### src/inc/acl_pkg.sv
package acl_pkg;

    // ------------------------------------------------------------
    // Register pointers
    // ------------------------------------------------------------
    localparam logic [3:0] PTR_RESULT = 4'h0;
    localparam logic [3:0] PTR_ALERT = 4'h1;
    localparam logic [3:0] PTR_CONFIG = 4'h2;
    localparam logic [3:0] PTR_TIMER = 4'h3;
    localparam logic [3:0] PTR_LIMIT_BASE = 4'h4;
    localparam logic [3:0] LIMIT_STRIDE = 4'h3;
    localparam logic [1:0] KIND_LOWER = 2'h0;
    localparam logic [1:0] KIND_UPPER = 2'h1;

    // ------------------------------------------------------------
    // Configuration fields
    // ------------------------------------------------------------
    localparam logic [11:0] CFG_RESET = 12'h008;
    localparam int CFG_POL_BIT = 0;
    localparam int CFG_MODE_LSB = 1;
    localparam int CFG_FILTER_BIT = 3;
    localparam int CFG_SEL_LSB = 4;
    localparam logic [1:0] MODE_NONE = 2'h0;
    localparam logic [1:0] MODE_BUSY = 2'h1;
    localparam logic [1:0] MODE_ALERT = 2'h2;
    localparam logic [1:0] MODE_CLEAR = 2'h3;

    // ------------------------------------------------------------
    // Result word and limit values
    // ------------------------------------------------------------
    localparam int RES_FLAG_BIT = 15;
    localparam int RES_TAG_LSB = 12;
    localparam logic [7:0] ALERT_CLEAR_ALL = 8'hFF;
    localparam logic [11:0] UPPER_RESET_12 = 12'hFFF;
    localparam logic [11:0] UPPER_RESET_10 = 12'hFFC;
    localparam logic [11:0] LOWER_RESET = 12'h000;
    localparam logic [11:0] HYST_RESET_12 = 12'h008;
    localparam logic [11:0] HYST_RESET_10 = 12'h002;
    localparam logic PIN_RESET = 1'h1;

    // ------------------------------------------------------------
    // Types
    // ------------------------------------------------------------
    typedef struct packed {
        logic valid;
        logic first;
        logic [7:0] data;
    } acl_wr_byte_t;

    typedef enum logic [3:0] {
        ST_IDLE = 4'b0001,
        ST_CONV = 4'b0010,
        ST_LOOK = 4'b0100,
        ST_EVAL = 4'b1000
    } acl_state_t;

endpackage

### src/rtl/acl_limit_mem.sv
`timescale 1ns/1ps
`default_nettype none

module acl_limit_mem import acl_pkg::*; #(
    parameter bit TEN_BIT = 1'b0
) (
    input wire logic core_clk,
    input wire logic reset,
    input wire logic wrEn,
    input wire logic [3:0] wrAddr,
    input wire logic [11:0] wrData,
    input wire logic [3:0] rdAddr,
    output logic [11:0] rdData_q,
    input wire logic [1:0] lkChan,
    output logic [11:0] lkLow_q,
    output logic [11:0] lkHigh_q,
    output logic [11:0] lkHyst_q
);

    logic [11:0] memQ [0:15];
    logic [3:0] lkBase;

    // Power-up value of one limit slot
    function automatic logic [11:0] resetValue(input logic [3:0] a);
        logic [3:0] k;
        k = 4'((a - PTR_LIMIT_BASE) % LIMIT_STRIDE);
        if (a < PTR_LIMIT_BASE)
            resetValue = 12'h000;
        else if (k[1:0] == KIND_LOWER)
            resetValue = LOWER_RESET;
        else if (k[1:0] == KIND_UPPER)
            resetValue = TEN_BIT ? UPPER_RESET_10 : UPPER_RESET_12;
        else
            resetValue = TEN_BIT ? HYST_RESET_10 : HYST_RESET_12;
    endfunction

    assign lkBase = 4'(PTR_LIMIT_BASE + LIMIT_STRIDE * {2'h0, lkChan});

    always_ff @(posedge core_clk)
    begin
        if (reset)
        begin
            for (int i = 0; i < 16; i++)
                memQ[i] <= resetValue(4'(i));
        end
        else if (wrEn && wrAddr >= PTR_LIMIT_BASE)
            memQ[wrAddr] <= wrData;
    end

    always_ff @(posedge core_clk)
    begin
        rdData_q <= memQ[rdAddr];
        lkLow_q <= memQ[lkBase];
        lkHigh_q <= memQ[4'(lkBase + 4'h1)];
        lkHyst_q <= memQ[4'(lkBase + 4'h2)];
    end

endmodule

`default_nettype wire

### src/rtl/acl_regs.sv
`timescale 1ns/1ps
`default_nettype none

// Function
// - Config is 12 bits, written as two bytes
// - Config resets to zero except filter bit
// - Bits D11..D4 select channels 8..1
// - Sequence selected channels from lowest upward
// - D3 enables or bypasses bus glitch filter
// - D0 sets status pin active level
// - D2..D1 pick none, busy or alert
// - Code 11 clears pin, flag, status
// - After code 11, readback shows 10
// - Result is read-only, read as two bytes
// - Result holds flag, channel tag, data
// - Ten-bit variant returns two zero LSBs
// - Flag set while any channel violates
// - Only channels 1-4 have 12-bit limits
// - Upper resets full scale, lower zero
// - Result above upper limit raises alert
// - Upper alert released N codes below
// - Clearing code also releases alert pin
// - Violation shown on pin and/or flag
// - Below lower limit alerts, N above releases
// - Hysteresis resets to 2 or 8
// - All-ones write clears alert status
// - Pointer low nibble selects target register
module acl_regs import acl_pkg::*; #(
    parameter bit TEN_BIT = 1'b0
) (
    input wire logic core_clk,
    input wire logic reset,
    input wire acl_wr_byte_t wrByte,
    input wire logic rdReq,
    output logic [7:0] rdData_q,
    output logic rdValid_q,
    input wire logic convStart,
    input wire logic convDone,
    input wire logic [11:0] convData,
    output logic [2:0] convChannel_q,
    output logic statusPin_q,
    output logic glitchFilterEn_q,
    output logic [7:0] channelSelect_q
);

    // ------------------------------------------------------------
    // State
    // ------------------------------------------------------------
    acl_state_t stateQ, stateD;
    logic [11:0] cfgQ;
    logic [3:0] ptrQ;
    logic wrIdxQ;
    logic [7:0] wrHiQ;
    logic rdIdxQ;
    logic [7:0] rdLoQ;
    logic [2:0] seqPosQ;
    logic [11:0] resultQ;
    logic [2:0] tagQ;
    logic [7:0] activeQ;
    logic [7:0] statusQ;
    logic [11:0] memRd;
    logic [11:0] lkLow;
    logic [11:0] lkHigh;
    logic [11:0] lkHyst;

    // Lowest selected channel at or after a start position, wrapping
    function automatic logic [2:0] nextSel(input logic [7:0] sel, input logic [2:0] from);
        logic found;
        logic [2:0] idx;
        found = 1'b0;
        nextSel = from;
        for (int i = 0; i < 8; i++)
        begin
            idx = 3'(from + 3'(i));
            if (!found && sel[idx])
            begin
                found = 1'b1;
                nextSel = idx;
            end
        end
    endfunction

    // Place lower/upper bits of one channel into status layout
    function automatic logic [7:0] chanBits(input logic [1:0] ch, input logic lo,
                                            input logic hi);
        chanBits = 8'h00;
        chanBits[{ch, 1'b0}] = lo;
        chanBits[{ch, 1'b1}] = hi;
    endfunction

    // ------------------------------------------------------------
    // Write decode
    // ------------------------------------------------------------
    wire dataByte = wrByte.valid & ~wrByte.first;
    wire wordDone = dataByte & wrIdxQ;
    wire [11:0] wrWord = {wrHiQ[3:0], wrByte.data};
    wire cfgWrite = wordDone & (ptrQ == PTR_CONFIG);
    wire clearCode = cfgWrite & (wrWord[2:1] == MODE_CLEAR);
    wire statusWrite = dataByte & ~wrIdxQ & (ptrQ == PTR_ALERT);
    wire statusClear = clearCode | (statusWrite & (wrByte.data == ALERT_CLEAR_ALL));
    wire limitWrite = wordDone & (ptrQ >= PTR_LIMIT_BASE);
    wire [11:0] cfgD = {wrWord[11:3], clearCode ? MODE_ALERT : wrWord[2:1], wrWord[0]};

    wire [7:0] selBits = cfgQ[CFG_SEL_LSB +: 8];
    wire [1:0] pinMode = cfgQ[CFG_MODE_LSB +: 2];

    always_ff @(posedge core_clk)
    begin
        if (reset)
        begin
            ptrQ <= PTR_RESULT;
            wrIdxQ <= 1'b0;
            wrHiQ <= 8'h00;
        end
        else if (wrByte.valid && wrByte.first)
        begin
            ptrQ <= wrByte.data[3:0];
            wrIdxQ <= 1'b0;
        end
        else if (dataByte)
        begin
            wrIdxQ <= ~wrIdxQ;
            wrHiQ <= wrByte.data;
        end
    end

    always_ff @(posedge core_clk)
    begin
        if (reset)
            cfgQ <= CFG_RESET;
        else if (cfgWrite)
            cfgQ <= cfgD;
    end

    always_ff @(posedge core_clk)
    begin
        if (reset)
        begin
            glitchFilterEn_q <= CFG_RESET[CFG_FILTER_BIT];
            channelSelect_q <= 8'h00;
        end
        else
        begin
            glitchFilterEn_q <= cfgQ[CFG_FILTER_BIT];
            channelSelect_q <= selBits;
        end
    end

    // ------------------------------------------------------------
    // Conversion sequencing
    // ------------------------------------------------------------
    wire startOk = convStart & (|selBits);
    wire [11:0] convMasked = TEN_BIT ? {convData[11:2], 2'h0} : convData;

    always_comb
    begin
        stateD = stateQ;
        case (stateQ)
            ST_IDLE: if (startOk) stateD = ST_CONV;
            ST_CONV: if (convDone) stateD = ST_LOOK;
            ST_LOOK: stateD = ST_EVAL;
            ST_EVAL: stateD = ST_IDLE;
            default: stateD = ST_IDLE;
        endcase
    end

    always_ff @(posedge core_clk)
    begin
        if (reset)
            stateQ <= ST_IDLE;
        else
            stateQ <= stateD;
    end

    always_ff @(posedge core_clk)
    begin
        if (reset)
        begin
            seqPosQ <= 3'h0;
            convChannel_q <= 3'h0;
        end
        else if (cfgWrite)
            seqPosQ <= 3'h0;
        else if (stateQ == ST_IDLE && startOk)
            convChannel_q <= nextSel(selBits, seqPosQ);
        else if (stateQ == ST_CONV && convDone)
            seqPosQ <= 3'(convChannel_q + 3'h1);
    end

    always_ff @(posedge core_clk)
    begin
        if (reset)
        begin
            resultQ <= 12'h000;
            tagQ <= 3'h0;
        end
        else if (stateQ == ST_CONV && convDone)
        begin
            resultQ <= convMasked;
            tagQ <= convChannel_q;
        end
    end

    // ------------------------------------------------------------
    // Limit checking
    // ------------------------------------------------------------
    wire evalNow = (stateQ == ST_EVAL) & ~tagQ[2];
    wire aboveHigh = resultQ > lkHigh;
    wire belowLow = resultQ < lkLow;
    wire relHigh = ({1'b0, resultQ} + {1'b0, lkHyst}) <= {1'b0, lkHigh};
    wire relLow = {1'b0, resultQ} >= ({1'b0, lkLow} + {1'b0, lkHyst});
    wire [7:0] setMask = evalNow ? chanBits(tagQ[1:0], belowLow, aboveHigh) : 8'h00;
    wire [7:0] relMask = evalNow ? chanBits(tagQ[1:0], relLow, relHigh) : 8'h00;
    wire anyAlert = |activeQ;

    always_ff @(posedge core_clk)
    begin
        if (reset)
        begin
            activeQ <= 8'h00;
            statusQ <= 8'h00;
        end
        else
        begin
            activeQ <= (activeQ & ~(statusClear ? 8'hFF : relMask)) | setMask;
            statusQ <= (statusClear ? 8'h00 : statusQ) | setMask;
        end
    end

    // ------------------------------------------------------------
    // Status pin
    // ------------------------------------------------------------
    wire pinActive = (pinMode == MODE_BUSY) ? (stateQ == ST_CONV) :
                     (pinMode == MODE_ALERT) ? anyAlert : 1'b0;

    always_ff @(posedge core_clk)
    begin
        if (reset)
            statusPin_q <= PIN_RESET;
        else
            statusPin_q <= pinActive ~^ cfgQ[CFG_POL_BIT];
    end

    // ------------------------------------------------------------
    // Read path
    // ------------------------------------------------------------
    wire [15:0] resultWord = {anyAlert, tagQ, resultQ};
    wire wideReg = (ptrQ != PTR_ALERT) && (ptrQ != PTR_TIMER);
    wire [15:0] liveWord = (ptrQ == PTR_RESULT) ? resultWord :
                           (ptrQ == PTR_CONFIG) ? {4'h0, cfgQ} :
                           (ptrQ >= PTR_LIMIT_BASE) ? {4'h0, memRd} : 16'h0000;
    wire [7:0] byteReg = (ptrQ == PTR_ALERT) ? statusQ : 8'h00;

    always_ff @(posedge core_clk)
    begin
        if (reset)
        begin
            rdData_q <= 8'h00;
            rdValid_q <= 1'b0;
            rdIdxQ <= 1'b0;
            rdLoQ <= 8'h00;
        end
        else
        begin
            rdValid_q <= rdReq;
            if (wrByte.valid && wrByte.first)
                rdIdxQ <= 1'b0;
            else if (rdReq && !wideReg)
                rdData_q <= byteReg;
            else if (rdReq && !rdIdxQ)
            begin
                rdData_q <= liveWord[15:8];
                rdLoQ <= liveWord[7:0];
                rdIdxQ <= 1'b1;
            end
            else if (rdReq)
            begin
                rdData_q <= rdLoQ;
                rdIdxQ <= 1'b0;
            end
        end
    end

    acl_limit_mem #(
        .TEN_BIT(TEN_BIT)
    ) u_mem (
        .core_clk(core_clk),
        .reset(reset),
        .wrEn(limitWrite),
        .wrAddr(ptrQ),
        .wrData(wrWord),
        .rdAddr(ptrQ),
        .rdData_q(memRd),
        .lkChan(convChannel_q[1:0]),
        .lkLow_q(lkLow),
        .lkHigh_q(lkHigh),
        .lkHyst_q(lkHyst)
    );
endmodule

`default_nettype wire

### config.mk
export PLATFORM = sky130hd
export DESIGN_NAME = acl_regs
export DESIGN_NICKNAME = d
export VERILOG_FILES = /design/src/inc/acl_pkg.sv /design/src/rtl/acl_limit_mem.sv /design/src/rtl/acl_regs.sv
export SDC_FILE = /design/constraint.sdc
export NUM_CORES = 1
export LEC_CHECK = 0
export BUFFER_PORTS_ARGS = -buffer_cell sky130_fd_sc_hd__buf_2
export CORE_ASPECT_RATIO = 0.8
export CORE_UTILIZATION = 23
export CTS_BUF_LIST = sky130_fd_sc_hd__clkbuf_8 sky130_fd_sc_hd__clkbuf_16
export CTS_CLUSTER_DIAMETER = 80
export DETAILED_ROUTE_END_ITERATION = 10
export RECOVER_POWER = 100
export SLEW_MARGIN = 20
export SYNTH_ARGS = -nofsm -noshare
export SYNTH_HDL_FRONTEND = slang
export SYNTH_SLANG_ARGS = --single-unit
### constraint.sdc
create_clock -name core_clk -period 5.13 [get_ports core_clk]
set_input_delay 0.2565 -clock core_clk [delete_from_list [all_inputs] [get_ports core_clk]]
set_output_delay 0.2565 -clock core_clk [all_outputs]
set_load 0.005 [all_outputs]
==> run summary <==
status = finished with violations
failing checks = max-capacitance violations, max-slew violations
root buf cell = clkbuf_16
Netlist Area Pre-Place = 0.0196 mm2
H-Tree Depth = 2
sequential cell area fraction in the yosys report = 43.6%
I/O Buffers = 48
Placer Congestion = 0.855
Pleak = 7.55 nW
CTS tree = done
Worst Path Arrival = 4.66 ns
clock network power share = 44.4%
Power, Total = 0.00614 W
FF-to-FF End = u_mem.lkHyst_q[4]
antenna-violating nets left = 0
cells along the critical path = clkbuf_2 > mux4_2 > mux4_2
Pre-Repair DR Iteration Count = 5
pwr dens = 273 mW/mm2
fmax = 234 MHz
Net Switching = 0.00146 W
CP Launch Type = flip-flop
final net count = 1710
CTS Buffer Depth = 3
Starting DRT DRC Count = 1499
async set-reset flop share out of synthesis = 0%
worst vdd ir = 149 uV
RSZ-0062 raised after global routing = false
reg-to-reg critical path startpoint = convChannel_q[0]
r2r worst-path depth = 3
Final Critical Period = 4.28 ns
Total Wirelength = 58500 um
final core area utilization = 26.7%
io pins = 49
number of distinct library cells after synthesis = 72
CP Capture Type = flip-flop
Post-Syn Area per Cell = 12.7 um2
crit path from = convChannel_q[0]
max cap viols = 5
final instance area = 0.0225 mm2
Max Clock Skew = 0.0176 ns
antenna violations before repair = 6
vias = 13800
Setup violations, final = 0
Logic pwr share = 7.0%
Gate Count Post-Synth = 1535
Primary FF master, synth = edfxtp_1
row count = 95
Sink Count = 330
drt via density = 5.03
setup_tns = 0 ns
core area = 0.0840 mm2
Worst Tran Pin Value = 3.41 ns
Slew Limit Fails = 281
Worst R2R Setup Slack = 0.85 ns
Max stage delay on crit path = 1.39 ns
Remaining Overflow, GRT = 0
most used cell, CP = mux4_2
CP endpoint = u_mem.lkHyst_q[4]
hold slack = 0.0287 ns
dpl hpwl = 41000 um
die height = 263 um
Layout area overhead = 14.9%
Initial Utilization = 23.3%
fill cell count = 8627
Setup CP Type = reg2reg
CP max-delay cell = dfxtp_1
CTS Buf Count = 37
Skew-Pair Late Insertion Delay = 0.55 ns
Worst EP required = 5.51 ns
Reg power frac = 48.6%
relative slew slack = -127%
final period utilization = 83.4%
width of the chip = 328 um
# diodes = 0
commonest cells after routing, fill and taps aside = mux4_2, edfxtp_1, dfxtp_1
Net Sw Frac = 23.8%
HP Class = in2reg
total die area = 0.0862 mm2
share of post-route cells with drive strength above 1 = 23.1%
Synth warnings = 0
Worst Path Max Fanout = 50
Placed Instance Area = 0.0212 mm2
internal cell power = 0.00468 W
most common cell after layout, fill and taps aside = mux4_2
wire per inst = 21.3 um
number of flops mapped to enable cells by yosys = 192
largest net degree at the start of global routing = 75
GRT Total Usage = 13.4%
postcts setup bufs = 0
DRC Markers = 0
final hold vios = 0
Seq cells post-synth = 330
clock-pin slew on the worst setup and hold paths = 0.07 ns
first-pass GRT wire length = 87200 um
number of global-route vias before repair = 13400
==> layer usage <==
metal / GRT usage, % / vias to the layer above / wire length (um)
li1: - / 6042 / -
met1: 18.4 / 6913 / 24500
met2: 19.5 / 729 / 25300
met3: 4.87 / 122 / 7040
met4: 4.02 / 8 / 1610
met5: 0 / - / 45
==> cell usage after synthesis (all sizes together), types with 3 or more instances <==
cell	count	area [um2]
a21oi	86	430
a211oi	13	103
nand4	9	56.3
mux2i	8	105
nand2b	13	81.3
o21ai	38	190
or3	29	181
nand2	126	473
a41oi	7	61.3
xor2	12	105
and4	3	26.3
nor3	9	45.0
or2	29	181
a311oi	5	43.8
buf	40	186
clkbuf	79	297
o211ai	6	50.1
and2	99	619
mux4	216	4870
nor4	13	96.3
nor2	60	225
o21a	7	52.6
a21boi	3	22.5
nor4b	5	43.8
o311ai	4	35.0
xnor2	12	105
nand3	20	100
and3	5	31.3
inv	46	173
a22oi	14	110
a2111oi	3	26.3
dfxtp	138	2760
a21o	21	158
edfxtp	192	5770
nor2b	25	156
nand3b	5	37.5
mux2	24	270
a221oi	4	35.0
ha	77	963
==> power by group through the flow <==
stage	combinational (W)	sequential, W	clock, W
after CTS	0.000429	0.00298	0.00278
after global routing	0.000459	0.00300	0.00288
after global placement	0.000414	0.00303	0
after floorplan	0.000293	0.00299	0
after detailed placement	0.000418	0.00304	0
final	0.000429	0.00299	0.00273
==> logic make-up after synthesis <==
kind of cell    Yosys count  synth area share (%)
xor+xnor                 24                  1.08
mux                     248                  26.8
buf+inv                 165                  3.35
other cells               1                0.0192
compound gates          232                  7.65
fa+ha+maj                79                  5.13
flops                   330                  43.6
simple gates            456                  12.3
==> worst min-delay path by stage <==
stage | end | cells past startpoint | from
finish | stateQ[1] | 4 | convDone
global route | ptrQ[2] | 3 | wrByte[9]
CTS | stateQ[1] | 4 | convDone
detailed placement | statusQ[2] | 2 | statusQ[2]
global placement | statusQ[2] | 2 | statusQ[2]
floorplan | rdValid_q | 1 | rdReq
==> through the flow <==
| stage | instances | worst slack (ns) |
|---|---|---|
| 2_1_floorplan | 1582 | 1.55 |
| 3_5_place_dp | 2666 | 1.32 |
| 6_report | 2746 | 0.850 |
| 3_3_place_gp | 2666 | 1.43 |
| 4_1_cts | 2746 | 1.32 |
| 5_1_grt | 2746 | 0.456 |
==> state kept, by name (all words and copies together), names as in the netlist, 8 cells and up <==
register / flops
u_mem.memQ: 192
statusQ: 8
u_mem.lkLow_q: 12
rdData_q: 8
resultQ: 12
cfgQ: 12
u_mem.lkHigh_q: 12
activeQ: 8
u_mem.lkHyst_q: 12
rdLoQ: 8
channelSelect_q: 8
u_mem.rdData_q: 12
==> what timing repair did <==
action	in CTS	in global routing
gates resized for setup	0	0
hold buffers	14	0
endpoints found under the hold margin	14	0
==> area by class of cell <==
cell class              instances  area [um2]  share of cell area (%)
well taps                    1115        1400                    6.21
clock buffers                  41        1030                    4.57
multi-input cells            1087       10500                    47.0
inverters                      46         173                   0.769
flip-flops and latches        330        8530                    38.0
clock inverters                25         205                   0.913
repair buffers                102         584                    2.60
==> worst max-delay path, delay by kind of cell, from the launching register on <==
kind                   cells  cell delay (ns)
DFF                        1             1.39
buffers and inverters      1             1.34
muxes                      2             1.28
Note: power is estimated with default switching activity, not from simulation.
